### src/rtl/clk_ctrl_pkg.sv
// constants and carrier types for the system clock prescaler and trim block
package clk_ctrl_pkg;

   // ==========================================================
   // register indexes (byte address is four times the index)
   localparam logic [7:0] IDX_CLOCK_PRESCALE = 8'h61;
   localparam logic [7:0] IDX_RC_OSC_TRIM = 8'h66;
   localparam logic [7:0] IDX_TIMER_OSC_CTRL = 8'h6E;
   localparam int ADR_W = 10;
   localparam logic [ADR_W-1:0] ADR_CLOCK_PRESCALE = {IDX_CLOCK_PRESCALE, 2'b00};
   localparam logic [ADR_W-1:0] ADR_RC_OSC_TRIM = {IDX_RC_OSC_TRIM, 2'b00};
   localparam logic [ADR_W-1:0] ADR_TIMER_OSC_CTRL = {IDX_TIMER_OSC_CTRL, 2'b00};

   // ==========================================================
   // field positions
   localparam int PCE_BIT = 7;
   localparam int SEL_LSB = 0;
   localparam int SEL_W = 4;
   localparam int RANGE_BIT = 7;
   localparam int EXT_CLK_BIT = 0;
   localparam int TOSC_REQ_BIT = 1;
   localparam int RC_SEL_BIT = 2;
   localparam int TOSC_RUN_BIT = 3;

   // ==========================================================
   // reset values and magic values
   localparam logic [3:0] SEL_RESET_NODIV = 4'h0;
   localparam logic [3:0] SEL_RESET_DIV8 = 4'h3;
   localparam logic [3:0] SEL_MAX_VALID = 4'h8;
   localparam logic [7:0] PCE_ARM_VALUE = 8'h80;
   localparam logic [7:0] DIV_LAST_RESERVED = 8'hFF;
   localparam logic [7:0] TRIM_RESET_FALLBACK = 8'h00;
   localparam logic [1:0] TOSC_CTRL_RESET = 2'h0;

   // ==========================================================
   // timing: change window measured in prescaler ticks
   localparam logic [2:0] PCE_WINDOW_CYCLES = 3'h4;

   // ==========================================================
   // carriers
   typedef struct packed {
      logic change_en;
      logic [2:0] unused;
      logic [3:0] select;
   } prescale_reg_t;

   typedef struct packed {
      logic core;
      logic program_memory;
      logic peripheral_io;
   } clock_enables_t;

   typedef enum logic [1:0] {
      PCE_CLOSED = 2'b00,
      PCE_OPEN = 2'b01
   } pce_state_t;

endpackage

### src/rtl/system_clock_prescale_and_trim.sv
// system clock prescaler, rc oscillator trim, clock output and timer osc pin control
`timescale 1ns/100ps
// ==========================================================
module system_clock_prescale_and_trim
   import clk_ctrl_pkg::*;
(
   // clock and reset
   input wire logic clk_i,
   input wire logic rst_i,
   // classic wishbone slave
   input wire logic cyc_i,
   input wire logic stb_i,
   input wire logic we_i,
   input wire logic [ADR_W-1:0] adr_i,
   input wire logic [3:0] sel_i,
   input wire logic [31:0] dat_i,
   output logic [31:0] dat_o,
   output logic ack_o,
   // fuses and factory data (static pins)
   input wire logic divide_by_eight_fuse_i,
   input wire logic clock_out_fuse_i,
   input wire logic [7:0] factory_trim_i,
   // clock source status from the source selector
   input wire logic rc_osc_selected_i,
   // generated clock enables
   output clock_enables_t clk_en_o,
   // clock output pin
   output logic clock_out_pin_o,
   output logic clock_out_pin_oe_n_o,
   // oscillator trim
   output logic osc_range_select_o,
   output logic [6:0] osc_fine_trim_o,
   // timer oscillator pins
   output logic timer_osc_enable_o,
   output logic timer_osc_ext_clock_o,
   output logic crystal_pins_to_timer_o
);

   // ==========================================================
   // fuse and factory pin synchronisers
   // no reset here so the straps are valid while reset is still held
   logic [1:0] div8_sync_ff;
   logic [1:0] clock_out_fuse_sync_ff;
   logic [7:0] trim_meta_ff;
   logic [7:0] trim_sync_ff;

   always_ff @(posedge clk_i) begin
      div8_sync_ff <= {div8_sync_ff[0], divide_by_eight_fuse_i};
      clock_out_fuse_sync_ff <= {clock_out_fuse_sync_ff[0], clock_out_fuse_i};
      trim_meta_ff <= factory_trim_i;
      trim_sync_ff <= trim_meta_ff;
   end

   // ==========================================================
   // wishbone slave: one wait state, ack for one cycle
   logic ack_ff;
   logic [31:0] dat_ff;
   logic req;
   logic wr_take;
   logic hit_prescale;
   logic hit_trim;
   logic hit_tosc;

   assign req = cyc_i & stb_i;
   assign hit_prescale = (adr_i == ADR_CLOCK_PRESCALE);
   assign hit_trim = (adr_i == ADR_RC_OSC_TRIM);
   assign hit_tosc = (adr_i == ADR_TIMER_OSC_CTRL);
   // writes land on the edge where the master sees ack
   assign wr_take = req & we_i & ack_ff & sel_i[0];

   logic nxt_ack;
   assign nxt_ack = req & ~ack_ff;

   always_ff @(posedge clk_i) begin
      if (rst_i) begin
         ack_ff <= 1'b0;
      end else begin
         ack_ff <= nxt_ack;
      end
   end

   assign ack_o = ack_ff;
   assign dat_o = dat_ff;

   // ==========================================================
   // prescaler state
   logic [3:0] sel_ff;        // software visible select
   logic [3:0] active_sel_ff; // select the divider is running
   logic pend_ff;
   pce_state_t pce_ff;
   logic [2:0] pce_cnt_ff;
   logic [7:0] cnt_ff;
   logic [7:0] div_last;
   logic [7:0] div_half;
   logic tick;
   logic [7:0] wr_byte;
   logic arm_write;
   logic sel_write;

   assign wr_byte = dat_i[7:0];
   assign arm_write = wr_take & hit_prescale & (wr_byte == PCE_ARM_VALUE);
   assign sel_write = wr_take & hit_prescale & ~wr_byte[PCE_BIT];

   // reserved codes run at the slowest valid rate rather than an undefined one
   always_comb begin
      div_last = DIV_LAST_RESERVED;
      if (active_sel_ff <= SEL_MAX_VALID) begin
         div_last = 8'((9'h001 << active_sel_ff) - 9'h001);
      end
      div_half = 8'((9'(div_last) + 9'h001) >> 1);
   end

   // ==========================================================
   // divider counter at the undivided rate, never readable
   assign tick = (cnt_ff == div_last);

   logic [7:0] nxt_cnt;

   always_comb begin
      nxt_cnt = cnt_ff + 8'h01;
      if (tick) begin
         nxt_cnt = 8'h00;
      end
   end

   always_ff @(posedge clk_i) begin
      if (rst_i) begin
         cnt_ff <= 8'h00;
      end else begin
         cnt_ff <= nxt_cnt;
      end
   end

   // ==========================================================
   // switch only at the end of an old period and restart the count,
   // so every period is a whole old or a whole new one
   logic [3:0] nxt_active_sel;
   logic nxt_pend;

   always_comb begin
      nxt_active_sel = active_sel_ff;
      nxt_pend = pend_ff;
      if (tick && pend_ff) begin
         nxt_active_sel = sel_ff;
      end
      if (pce_ff == PCE_OPEN && sel_write) begin
         nxt_pend = 1'b1;
      end else if (tick) begin
         nxt_pend = 1'b0;
      end
   end

   always_ff @(posedge clk_i) begin
      if (rst_i) begin
         active_sel_ff <= div8_sync_ff[1] ? SEL_RESET_DIV8 : SEL_RESET_NODIV;
         pend_ff <= 1'b0;
      end else begin
         active_sel_ff <= nxt_active_sel;
         pend_ff <= nxt_pend;
      end
   end

   // one tick drives all three domains so they stay in step
   always_comb begin
      clk_en_o.core = tick;
      clk_en_o.program_memory = tick;
      clk_en_o.peripheral_io = tick;
   end

   // ==========================================================
   // select register
   logic [3:0] nxt_sel;

   always_comb begin
      nxt_sel = sel_ff;
      if (pce_ff == PCE_OPEN && sel_write) begin
         nxt_sel = wr_byte[SEL_LSB +: SEL_W];
      end
   end

   always_ff @(posedge clk_i) begin
      if (rst_i) begin
         sel_ff <= div8_sync_ff[1] ? SEL_RESET_DIV8 : SEL_RESET_NODIV;
      end else begin
         sel_ff <= nxt_sel;
      end
   end

   // ==========================================================
   // change enable window, counted in prescaler ticks
   pce_state_t nxt_pce;
   logic [2:0] nxt_pce_cnt;
   logic window_done;

   assign window_done = tick && (pce_cnt_ff == PCE_WINDOW_CYCLES - 3'h1);

   always_comb begin
      nxt_pce = pce_ff;
      nxt_pce_cnt = pce_cnt_ff;
      unique case (pce_ff)
         PCE_CLOSED: begin
            nxt_pce_cnt = 3'h0;
            if (arm_write) begin
               nxt_pce = PCE_OPEN;
            end
         end
         PCE_OPEN: begin
            // a second arm write is not seen here, so no restart
            if (sel_write || window_done) begin
               nxt_pce = PCE_CLOSED;
            end else if (tick) begin
               nxt_pce_cnt = pce_cnt_ff + 3'h1;
            end
         end
      endcase
   end

   always_ff @(posedge clk_i) begin
      if (rst_i) begin
         pce_ff <= PCE_CLOSED;
         pce_cnt_ff <= 3'h0;
      end else begin
         pce_ff <= nxt_pce;
         pce_cnt_ff <= nxt_pce_cnt;
      end
   end

   // ==========================================================
   // oscillator trim
   logic [7:0] trim_ff;

   logic [7:0] nxt_trim;

   always_comb begin
      nxt_trim = trim_ff;
      if (wr_take && hit_trim) begin
         nxt_trim = wr_byte;
      end
   end

   always_ff @(posedge clk_i) begin
      if (rst_i) begin
         trim_ff <= trim_sync_ff;
      end else begin
         trim_ff <= nxt_trim;
      end
   end

   assign osc_range_select_o = trim_ff[RANGE_BIT];
   assign osc_fine_trim_o = trim_ff[6:0];

   // ==========================================================
   // timer oscillator control
   logic ext_clk_ff;
   logic tosc_req_ff;
   logic tosc_run;

   logic nxt_ext_clk;
   logic nxt_tosc_req;

   always_comb begin
      nxt_ext_clk = ext_clk_ff;
      nxt_tosc_req = tosc_req_ff;
      if (wr_take && hit_tosc) begin
         nxt_ext_clk = wr_byte[EXT_CLK_BIT];
         nxt_tosc_req = wr_byte[TOSC_REQ_BIT];
      end
   end

   always_ff @(posedge clk_i) begin
      if (rst_i) begin
         {tosc_req_ff, ext_clk_ff} <= TOSC_CTRL_RESET;
      end else begin
         ext_clk_ff <= nxt_ext_clk;
         tosc_req_ff <= nxt_tosc_req;
      end
   end

   // the pins belong to the crystal unless the timer osc is requested while the rc oscillator runs the chip
   assign tosc_run = tosc_req_ff & rc_osc_selected_i;
   assign timer_osc_enable_o = tosc_run & ~ext_clk_ff;
   assign timer_osc_ext_clock_o = tosc_run & ext_clk_ff;
   assign crystal_pins_to_timer_o = tosc_run;

   // ==========================================================
   // clock output pin; at divide by one the pin is held high because
   // a flop cannot reproduce the undivided clock
   logic clkout_ff;

   logic nxt_clkout;

   always_comb begin
      nxt_clkout = (cnt_ff < div_half);
      if (active_sel_ff == SEL_RESET_NODIV) begin
         nxt_clkout = 1'b1;
      end
   end

   always_ff @(posedge clk_i) begin
      if (rst_i) begin
         clkout_ff <= 1'b0;
      end else begin
         clkout_ff <= nxt_clkout;
      end
   end

   // fuse owns the pin from reset onward
   assign clock_out_pin_o = clkout_ff;
   assign clock_out_pin_oe_n_o = ~clock_out_fuse_sync_ff[1];

   // ==========================================================
   // read data, taken in the request cycle; unmapped reads give zero
   prescale_reg_t pr_view;

   always_comb begin
      pr_view.change_en = (pce_ff == PCE_OPEN);
      pr_view.unused = 3'h0;
      pr_view.select = sel_ff;
   end

   logic [31:0] nxt_dat;

   always_comb begin
      nxt_dat = 32'h0000_0000;
      if (hit_prescale) begin
         nxt_dat[7:0] = pr_view;
      end else if (hit_trim) begin
         nxt_dat[7:0] = trim_ff;
      end else if (hit_tosc) begin
         nxt_dat[EXT_CLK_BIT] = ext_clk_ff;
         nxt_dat[TOSC_REQ_BIT] = tosc_req_ff;
         nxt_dat[RC_SEL_BIT] = rc_osc_selected_i;
         nxt_dat[TOSC_RUN_BIT] = tosc_run;
      end
   end

   always_ff @(posedge clk_i) begin
      if (rst_i) begin
         dat_ff <= 32'h0000_0000;
      end else if (req && !ack_ff) begin
         dat_ff <= nxt_dat;
      end
   end

endmodule // system_clock_prescale_and_trim

### config.mk
export PLATFORM = sky130hd
export DESIGN_NAME = system_clock_prescale_and_trim
export DESIGN_NICKNAME = d
export VERILOG_FILES = /design/src/rtl/clk_ctrl_pkg.sv /design/src/rtl/system_clock_prescale_and_trim.sv
export SDC_FILE = /design/constraint.sdc
export NUM_CORES = 1
export LEC_CHECK = 0
export BUFFER_PORTS_ARGS = -buffer_cell sky130_fd_sc_hd__buf_4
export CORE_UTILIZATION = 40
export DETAILED_ROUTE_END_ITERATION = 8
export PLACE_DENSITY_LB_ADDON = 0.05
export REMOVE_ABC_BUFFERS = 1
export SYNTH_ARGS = -nofsm -noshare
export SYNTH_HDL_FRONTEND = slang
export SYNTH_SLANG_ARGS = --single-unit
### constraint.sdc
create_clock -name clk_i -period 4.4 [get_ports clk_i]
set_input_delay 0.88 -clock clk_i [delete_from_list [all_inputs] [get_ports clk_i]]
set_output_delay 0.88 -clock clk_i [all_outputs]
set_load 0.05 [all_outputs]
# Word level (Yosys, flattened, before mapping)

Index checks and enable logic that the tools add are counted.

Bits in registers: 62

Shift operators: 1
Muxes and demuxes: 21
Reductions and logical operators: 17
$lt $le $gt $ge: 2
Eq/ne operators: 11
$add $sub $neg: 4
Bitwise operators: 15

Operator list:

| cell                | number |
|---|---|
| $mux 8              | 4 |
| $eq 10x9->1 const B | 3 |
| $mux 4              | 7 |
| $and 1x1->1         | 11 |
| $add 8x1->9 const B | 1 |
| $add 8x1->8 const B | 1 |
| $eq 8x8->1          | 1 |
| $eq 8x8->1 const B  | 1 |
| $lt 8x8->1          | 1 |
| $reduce_bool 2->1   | 4 |
| $shl 1x4->8 const A | 1 |
| $sub 8x1->8 const B | 1 |
| $logic_and 1x1->1   | 6 |
| $mux 2              | 3 |
| $mux 3              | 2 |
| $ne 2x2->1 const B  | 3 |
| $pmux 3 s2          | 1 |
| $le 4x4->1 const B  | 1 |
| $logic_not 4->1     | 1 |
| $not 1->1           | 4 |
| $pmux 2 s2          | 1 |
| $reduce_and 2->1    | 2 |
| $add 3x1->3 const B | 1 |
| $eq 3x2->1 const B  | 1 |
| 7 further kinds     | 9 |

# Longest topological paths before layout

Gate-level depths: netlist of run 1.

Depth in word-level cells: 9
Depth in mapped cells: 17

# Worst setup path before layout of run 1

OpenSTA, ideal clock, no wires.

Path kind: register -> output
Start point: reg active_sel_ff[3]
End point: out clk_en_o[0] in the netlist's numbering
Setup slack: 0.712 ns
Stages on the path, launching flop included: 14
Arrival: 2.808 ns
Required time: 3.520 ns
Cells stage by stage: edfxtp_1 buf_2 clkbuf_1 nor2_1 nand2_1 ha_1 buf_2 o21bai_1 a21oi_1 nor3_1 or4b_1 clkbuf_2 nor2_1 buf_4

Longest elaborated chain between the ends: 4
Elaborated cells between the ends (all ways): 5
Those cells by class: add/sub (1); order compare (1); eq/ne (1); shift (1); mux (1)

Ends and longest elaborated chain:

| what                   | RTL line                              | RTL |
|---|---|---|
| from (decl)            | system_clock_prescale_and_trim.sv:88  | `logic [3:0] active_sel_ff;` |
| from (signal assigned) | system_clock_prescale_and_trim.sv:155 | `active_sel_ff <= div8_sync_ff[1] ? SEL_RESET_DIV8 : SEL_RESET_NODIV;` |
| from (signal assigned) | system_clock_prescale_and_trim.sv:158 | `active_sel_ff <= nxt_active_sel;` |
| $shl 1x4->8            | system_clock_prescale_and_trim.sv:108 | `div_last = 8'((9'h001 << active_sel_ff) - 9'h001);` |
| $sub 8x1->8            | system_clock_prescale_and_trim.sv:108 |  |
| $mux 8 (*)             | system_clock_prescale_and_trim.sv:107 | `if (active_sel_ff <= SEL_MAX_VALID) begin` |
| $eq 8x8->1 (*)         | system_clock_prescale_and_trim.sv:115 | `assign tick = (cnt_ff == div_last);` |
| to (decl)              | system_clock_prescale_and_trim.sv:26  | `output clock_enables_t clk_en_o,` |

Every way passes the cells marked *; elsewhere a longest branch is shown, timed or not.

==> flow_summary.json, run 1 <==
{
  "cts_sinks": 61,
  "layout_min_cycle_time_ns": 4.00,
  "grtUsageTotal_pct": 17.0,
  "cp-end-kind": "output port",
  "antenna_cells": 0,
  "cp-endpoint": "clk_en_o[2]",
  "dieArea_um2": 7980,
  "path_max_fanout": 15,
  "max_freq_mhz": 250,
  "r2r_end": "active_sel_ff[2]$_SDFFCE_PP0P_",
  "synth.area.mux_share_pct": 3.16,
  "fin_util_pct": 50.0,
  "cts_tree": "built",
  "synth_edf_count": 16,
  "row_count": 31,
  "antenna_found_initial": 0,
  "dr.pass1.iters": 6,
  "initial_core_util_pct": 41.6,
  "synth-simple-area-share_pct": 19.5,
  "synthDistinctLibCells": 57,
  "rsz0062_at_grt": "false",
  "gp_routability_congestion": 0.767,
  "post_cts_buffers": 0,
  "coreArea_um2": 7330,
  "root_buffer": "clkbuf_8",
  "viasPerCell": 4.92,
  "finalHoldViolCount": 0,
  "synthAdderAreaFrac_pct": 4.92,
  "initialDrtViolationCount": 91,
  "status": "completed",
  "cts.htree.levels": 3,
  "crit_path_frequent_cell": "nor2_1",
  "ys_seq_area_share_pct": 45.3,
  "wl_per_cell_um": 13.6,
  "fin_skew_ns": 0.00857,
  "synth_warnings": 0,
  "r2r_start": "active_sel_ff[3]$_SDFFCE_PP0P_",
  "port_buffers": 59,
  "syn_to_final_growth_pct": 20.2,
  "numCtsBuffers": 9,
  "synth_ff_type": "dfxtp_1",
  "hold_class": "reg -> reg",
  "vias": 2374,
  "drv_cap": 0,
  "p_leak_nw": 1.56,
  "synth_top_family_by_area": "simple AND/OR/NAND/NOR gates",
  "die_h_um": 89.3,
  "postCtsHoldBufs": 0,
  "max_stage_delay_ns": 0.67,
  "hold_slack_ns": 0.328,
  "ant_nets": 0,
  "die_w_um": 89.3,
  "fin_crit_sh_pct": 90.9,
  "critPathLaunch": "active_sel_ff[3]$_SDFFCE_PP0P_",
  "ff2ff_setup_slack_ns": 1.31,
  "ir_drop_uv": 227,
  "worstMarginPinSlew_ns": 0.620,
  "syn-instance-count": 323,
  "dpl.hpwl_mm": 4.84,
  "drc": 0,
  "cts.clk_slew.worst_paths_ns": 0.07,
  "cp_cell_sequence": "nor2_1 -> nand2_1 -> ha_2 -> nor2b_1 -> o2111ai_1 -> o311ai_1 -> or4b_1 -> nor2_1 -> buf_4",
  "grt_max_degree": 36,
  "relSlewSlack_pct": 58.3,
  "crit_path_top_delay_cell": "or4b_1",
  "drive_above_1_share_pct": 23.7,
  "final_nets": 453,
  "synthArstFlopShare_pct": 0,
  "clk_latency_ns": 0.33,
  "path_buf_inv": 1,
  "critical_path_class": "reg -> out",
  "finalSetupTns_ns": 0,
  "post_synth.cell_area_avg_um2": 9.44,
  "grt_overflow": 0,
  "required_ns": 3.52,
  "r2r_cells": 9,
  "grt_pass1_wl_mm": 10.1,
  "grt_pass1_vias": 2092,
  "synth_xor_area_share_pct": 2.87,
  "arrival_ns": 3.12,
  "cp-start-kind": "register",
  "io_pins": 111,
  "routed_wl_mm": 6.55,
  "setup_viol_count_final": 0,
  "ctsResizeCount": 0,
  "path_delay_family": "simple AND/OR/NAND/NOR gates",
  "dpl_worst_slack_ns": 0.602,
  "p_per_area_nw_per_um2": 369,
  "clk_path_buf_depth": 2,
  "path_depth": 9,
  "worst_slack_ns": 0.399,
  "drv_slew": 0,
  "synth_seq_cells": 61,
  "syn-cell-area_um2": 3050,
  "synth_compound_area_share_pct": 13.9
}
-- per-stage QoR --
step	total power, W	std cells	cell area [um^2]
3_3_place_gp	0.000869	467	3470
6_report	0.00135	483	3670
2_1_floorplan	0.000795	304	2860
3_5_place_dp	0.000870	467	3470
5_1_grt	0.00142	483	3670
4_1_cts	0.00137	483	3660
-- worst min path at each step --
stage | startpoint | to | depth (start not counted)
6_report | trim_meta_ff[1]$_DFF_P_ | trim_sync_ff[1]$_DFF_P_ | 0
2_1_floorplan | clock_out_fuse_sync_ff[0]$_DFF_P_ | clock_out_fuse_sync_ff[1]$_DFF_P_ | 0
3_3_place_gp | trim_meta_ff[1]$_DFF_P_ | trim_sync_ff[1]$_DFF_P_ | 0
4_1_cts | div8_sync_ff[0]$_DFF_P_ | div8_sync_ff[1]$_DFF_P_ | 0
3_5_place_dp | trim_meta_ff[0]$_DFF_P_ | trim_sync_ff[0]$_DFF_P_ | 0
5_1_grt | div8_sync_ff[0]$_DFF_P_ | div8_sync_ff[1]$_DFF_P_ | 0
-- kinds of logic after synthesis --
kind of cell / after synthesis
other: 1
xor gates and xnor gates: 10
DFF: 61
muxes: 9
and+or+nand+nor: 113
AOI/OAI and AO/OA: 65
adders and majority gates: 12
buffers and inverters: 52
-- routing by layer --
layer / up-vias / GRT usage, % / share of wire [%]
li1: 1212 / - / -
met5: - / 0 / 0
met2: 70 / 26.0 / 43
met1: 1087 / 23.6 / 52
met4: 0 / 5.19 / 0.81
met3: 5 / 4.43 / 4.6
-- placed cells by master, fill, tap and decap left out, types with 4 or more instances in the layout --
cell / n
buf_4: 64
dfxtp_1: 45
nor2_1: 26
nand2_1: 26
conb_1: 24
a21oi_1: 22
edfxtp_1: 16
ha_1: 11
inv_1: 10
nand3_1: 9
clkbuf_8: 9
nor2b_1: 8
a21o_1: 8
o21ai_0: 7
nor3_1: 7
nand2b_1: 6
xor2_1: 6
a211oi_1: 6
mux2_2: 5
nor4_1: 5
mux2i_1: 4
xnor2_1: 4
and3_1: 4
or2_2: 4
-- Yosys cell counts, types with 7 or more instances --
master / count / share of area [%]
dfxtp_1: 45 / 30
nor3_1: 7 / 1.1
a21oi_1: 22 / 3.6
inv_1: 10 / 1.2
a21o_1: 8 / 2.0
o21ai_0: 7 / 1.1
nand2_1: 26 / 3.2
buf_4: 27 / 6.6
edfxtp_1: 16 / 16
nor2_1: 26 / 3.2
nand3_1: 9 / 1.5
nor2b_1: 8 / 1.6
ha_1: 12 / 4.9
clkbuf_1: 7 / 0.86
-- registers in the layout, summed over array words and instances (netlist names), 3 cells and up --
name and flops:
cnt_ff 8, dat_o 8, trim_ff 8, trim_meta_ff 8, trim_sync_ff 8, active_sel_ff 4, sel_ff 4, pce_cnt_ff 3
-- final cells by class --
class	count	area (um^2)
fill	729	3660
multi-input combinational	233	1450
sequential	61	1380
timing repair buffer	64	480
clock buffer	9	124
tap	99	124
clock inverter	7	72.6
inverter	10	37.5
-- where the power goes --
| group | internal [W] | switching [W] |
|---|---|---|
| clock network | 0.000264 | 0.000232 |
| registers | 0.000604 | 0.0000163 |
| logic | 0.0000819 | 0.000155 |
| total | 0.000951 | 0.000404 |
No activity file was read; power rests on OpenSTA's default activity.
==> inputs of run 2 (changes only) <==
- MAX_ROUTING_LAYER: not set -> met4
==> flow_summary.json, run 2 (synthesis results as in run 1) <==
{
  "path_delay_family": "simple AND/OR/NAND/NOR gates",
  "io_pins": 111,
  "grt_max_degree": 36,
  "viasPerCell": 4.93,
  "antenna_found_initial": 0,
  "die_h_um": 89.3,
  "fillerInstances": 729,
  "vias": 2380,
  "clk_path_buf_depth": 2,
  "crit_path_top_delay_cell": "or4b_1",
  "critical_path_class": "reg -> out",
  "post_cts_buffers": 0,
  "ir_drop_uv": 228,
  "final_cell_mix": "64 x buf_4, 45 x dfxtp_1, 26 x nor2_1, 26 x nand2_1, 24 x conb_1",
  "max_freq_mhz": 250,
  "multi_input_area_um2": 1450,
  "dpl.hpwl_mm": 4.84,
  "cts_sinks": 61,
  "p_per_area_nw_per_um2": 370,
  "rsz0062_at_grt": "false",
  "drive_above_1_share_pct": 23.7,
  "routed_wl_mm": 6.53,
  "r2r_cells": 9,
  "drv_slew": 0,
  "cp_cell_sequence": "nor2_1 -> nand2_1 -> ha_2 -> nor2b_1 -> o2111ai_1 -> o311ai_1 -> or4b_1 -> nor2_1 -> buf_4",
  "regArea_um2": 1380,
  "max_stage_delay_ns": 0.67,
  "setup_viol_count_final": 0,
  "grt_pass1_wl_mm": 10.1,
  "cp-end-kind": "output port",
  "worstHoldEndpoint": "trim_sync_ff[1]$_DFF_P_",
  "path_max_fanout": 15,
  "initial_core_util_pct": 41.6,
  "p_leak_nw": 1.56,
  "final_nets": 453,
  "numCtsBuffers": 9,
  "ant_nets": 0,
  "clk_latency_ns": 0.34,
  "r2r_start": "active_sel_ff[3]$_SDFFCE_PP0P_",
  "cts.clk_slew.worst_paths_ns": 0.07,
  "cts.htree.levels": 3,
  "final_common_cell": "buf_4",
  "drc": 0,
  "layout_min_cycle_time_ns": 4.00,
  "finalHoldViolCount": 0,
  "crit_path_frequent_cell": "nor2_1",
  "dp_cells": 467,
  "ff2ff_setup_slack_ns": 1.31,
  "grtUsageTotal_pct": 17.5,
  "min_path_cells": 0,
  "status": "completed",
  "wl_per_cell_um": 13.5,
  "grt_overflow": 0,
  "hold_class": "reg -> reg",
  "port_buffers": 59,
  "worstHoldStart": "trim_meta_ff[1]$_DFF_P_",
  "cp-start-kind": "register",
  "fin_crit_sh_pct": 91.0,
  "coreArea_um2": 7330,
  "antenna_cells": 0,
  "path_buf_inv": 1,
  "arrival_ns": 3.12,
  "r2r_end": "active_sel_ff[2]$_SDFFCE_PP0P_",
  "dr.pass1.iters": 5,
  "root_buffer": "clkbuf_8",
  "required_ns": 3.52,
  "initialDrtViolationCount": 99,
  "drv_cap": 0,
  "cts_tree": "built",
  "syn_to_final_growth_pct": 20.2,
  "relSlewSlack_pct": 58.0,
  "power_w": 0.00136,
  "grt_pass1_vias": 2097,
  "die_w_um": 89.3,
  "dieArea_um2": 7980,
  "fin_cells": 483,
  "row_count": 31,
  "worstMarginPinSlew_ns": 0.624,
  "fin_skew_ns": 0.00735,
  "gp_routability_congestion": 0.778
}
run 2: worst reg2reg max path, delay by kind of cell (launching register included):
kind | cells | cell delay [ns]
and+or+nand+nor | 5 | 1.53
AOI/OAI and AO/OA | 3 | 0.58
DFF | 1 | 0.38
adders and majority gates | 1 | 0.29
run 2: how the worst max path moves through the flow:
stage	from	endpoint	cells after the start
2_1_floorplan	active_sel_ff[1]$_DFFE_PP_	clk_en_o[0]	8
3_3_place_gp	active_sel_ff[3]$_SDFFCE_PP0P_	clk_en_o[2]	9
3_5_place_dp	active_sel_ff[3]$_SDFFCE_PP0P_	clk_en_o[2]	9
4_1_cts	active_sel_ff[0]$_DFFE_PP_	clk_en_o[2]	9
5_1_grt	active_sel_ff[3]$_SDFFCE_PP0P_	clk_en_o[2]	9
6_report	active_sel_ff[3]$_SDFFCE_PP0P_	clk_en_o[2]	9
run 2: power breakdown:
part	switching (W)	internal [W]	total, W
Combinational	0.000155	0.0000818	0.000237
Sequential	0.0000163	0.000604	0.000621
Clock	0.000235	0.000264	0.000499
Total	0.000406	0.000950	0.00136
run 2: final cells by class:
class / count / area share (%)
Sequential cell: 61 / 37.7
Tap cell: 99 / 3.38
Multi-Input combinational cell: 233 / 39.5
Inverter: 10 / 1.02
Clock inverter: 7 / 1.98
Timing Repair Buffer: 64 / 13.1
Clock buffer: 9 / 3.38
run 2: through the flow:
step / setup WS, ns / util, % / hold slack [ns] / TNS [ns] / cell area (um^2)
final: 0.397 / 50.0 / 0.328 / 0 / 3670
after global routing: 0.146 / 50.0 / 0.329 / 0 / 3670
after CTS: 0.225 / 50.0 / 0.330 / 0 / 3660
after detailed placement: 0.602 / 47.3 / 0.312 / 0 / 3470
after global placement: 0.643 / 47.3 / 0.310 / 0 / 3470
after floorplan: -0.679 / - / 0.310 / -4.23 / 2860
run 2: what timing repair did:
action | CTS | global route
hold buffers | 0 | 0
setup endpoints to repair | 0 | 3
gates resized for setup | 0 | 1
run 2: routing by layer:
metal	wire, um	global-route usage [%]	up-vias
met4	74	5.19	0
met3	312	4.43	7
met1	3320	23.5	1092
met5	0	-	-
li1	-	-	1212
met2	2820	26.0	69
==> inputs of run 3 (changes only) <==
- CORE_UTILIZATION: 40 -> 50
==> flow_summary.json, run 3 (synthesis results as in run 1) <==
{
  "gp_routability_congestion": 0.833,
  "drc": 0,
  "antenna_found_initial": 0,
  "dr.pass1.iters": 4,
  "hold_slack_ns": 0.326,
  "final_cell_mix": "63 x buf_4, 45 x dfxtp_1, 26 x nand2_1, 25 x nor2_1, 24 x conb_1",
  "fin_crit_sh_pct": 93.7,
  "port_buffers": 59,
  "post_cts_buffers": 0,
  "hold_class": "reg -> reg",
  "cp-endpoint": "clk_en_o[1]",
  "postCtsHoldBufs": 0,
  "clk_path_buf_depth": 2,
  "grt_pass1_wl_mm": 10.5,
  "relSlewSlack_pct": 63.3,
  "p_leak_nw": 1.58,
  "antenna_cells": 0,
  "status": "completed",
  "cts_tree": "built",
  "initial_core_util_pct": 51.8,
  "ir_drop_uv": 465,
  "critical_path_class": "reg -> out",
  "crit_path_frequent_cell": "nor2b_1",
  "max_freq_mhz": 243,
  "initialDrtViolationCount": 224,
  "root_buffer": "clkbuf_8",
  "fin_skew_ns": 0.0101,
  "numCtsBuffers": 9,
  "rsz0062_at_grt": "false",
  "vias": 2406,
  "p_per_area_nw_per_um2": 386,
  "drv_cap": 0,
  "r2r_cells": 9,
  "dp_cells": 442,
  "grt_pass1_vias": 2202,
  "coreArea_um2": 5890,
  "cts_sinks": 61,
  "ant_nets": 0,
  "finalHoldViolCount": 0,
  "fin_cells": 458,
  "cts.htree.levels": 3,
  "setup_viol_count_final": 0,
  "final_nets": 452,
  "row_count": 28,
  "grtUsageTotal_pct": 22.5,
  "cp-end-kind": "output port",
  "wl_per_cell_um": 13.9,
  "grt_max_degree": 36,
  "dieArea_um2": 6420,
  "dpl.hpwl_mm": 4.65,
  "path_max_fanout": 15,
  "crit_path_top_delay_cell": "or4b_1",
  "grt_overflow": 0,
  "ctsResizeCount": 0,
  "worst_slack_ns": 0.278,
  "clk_latency_ns": 0.33,
  "cp-start-kind": "register",
  "die_w_um": 80.1,
  "syn_to_final_growth_pct": 19.7,
  "finalSetupTns_ns": 0,
  "drive_above_1_share_pct": 23.8,
  "routed_wl_mm": 6.38,
  "viasPerCell": 5.25,
  "drv_slew": 0,
  "final_common_cell": "buf_4",
  "dpl_cell_area_um2": 3430,
  "cts.clk_slew.worst_paths_ns": 0.07,
  "dpl_worst_slack_ns": 0.596,
  "layout_min_cycle_time_ns": 4.12,
  "critPathLaunch": "active_sel_ff[2]$_SDFFCE_PP0P_",
  "fillerInstances": 508,
  "worstMarginPinSlew_ns": 0.548,
  "cp_cell_sequence": "nor2b_1 -> nand2_1 -> ha_1 -> nor2b_1 -> o2111ai_1 -> o311ai_1 -> or4b_1 -> nor2_2 -> buf_4",
  "final_area_um2": 3650,
  "die_h_um": 80.1,
  "io_pins": 111,
  "max_stage_delay_ns": 0.69,
  "required_ns": 3.52,
  "r2r_start": "active_sel_ff[2]$_SDFFCE_PP0P_",
  "r2r_end": "active_sel_ff[2]$_SDFFCE_PP0P_",
  "arrival_ns": 3.24,
  "ff2ff_setup_slack_ns": 1.19
}
==> run 3: changes by cell type in the layout (fill, tap and decap cells not counted), sizes merged <==
| cell | change |
|---|---|
| inv | -1 |
| clkinvlp | -1 |
| clkinv | +1 |
| buf | -1 |
| bufinv | +1 |
==> run 3: critical path, delay by kind of cell, from the launching register on <==
kind                       cells  cell delay, ns
DFF                            1            0.53
buffers and inverters          1            0.25
adders and majority gates      1            0.35
AOI/OAI and AO/OA              2            0.34
and+or+nand+nor                5            1.45
==> run 3: cell type report <==
cell class                      count  area [um^2]  share of cell area, %
Sequential cell                    61         1380                   37.8
Clock buffer                        9          124                   3.39
Timing Repair Buffer               63          473                   12.9
Inverter                           10         37.5                   1.03
Clock inverter                      7         96.3                   2.64
Tap cell                           75         93.8                   2.57
Multi-Input combinational cell    233         1450                   39.6
==> run 3: routing by layer <==
layer | vias to the layer above | GRT usage [%] | share of wire, %
met5 | - | - | 0
met4 | 0 | 10.0 | 0.85
met3 | 4 | 4.66 | 6.6
met2 | 90 | 31.8 | 44
met1 | 1098 | 31.0 | 49
li1 | 1214 | - | -
==> run 3: worst min-delay path by stage <==
stage	end	slack, ns	depth (start not counted)	startpoint
CTS	trim_sync_ff[1]$_DFF_P_	0.33	0	trim_meta_ff[1]$_DFF_P_
detailed placement	trim_sync_ff[0]$_DFF_P_	0.31	0	trim_meta_ff[0]$_DFF_P_
floorplan	clock_out_fuse_sync_ff[1]$_DFF_P_	0.31	0	clock_out_fuse_sync_ff[0]$_DFF_P_
global route	trim_sync_ff[0]$_DFF_P_	0.33	0	trim_meta_ff[0]$_DFF_P_
finish	trim_sync_ff[2]$_DFF_P_	0.33	0	trim_meta_ff[2]$_DFF_P_
global placement	trim_sync_ff[7]$_DFF_P_	0.31	0	trim_meta_ff[7]$_DFF_P_
==> run 3: per-stage QoR <==
step / total power, W / util, %
2_1_floorplan: 0.000795 / -
3_3_place_gp: 0.000866 / 58.3
3_5_place_dp: 0.000870 / 58.3
4_1_cts: 0.00142 / 62.0
5_1_grt: 0.00147 / 62.1
6_report: 0.00141 / 62.1
==> run 3: where the power goes <==
group / internal (W) / switching [W]
clock: 0.000322 / 0.000229
combinational: 0.0000820 / 0.000157
sequential: 0.000604 / 0.0000171
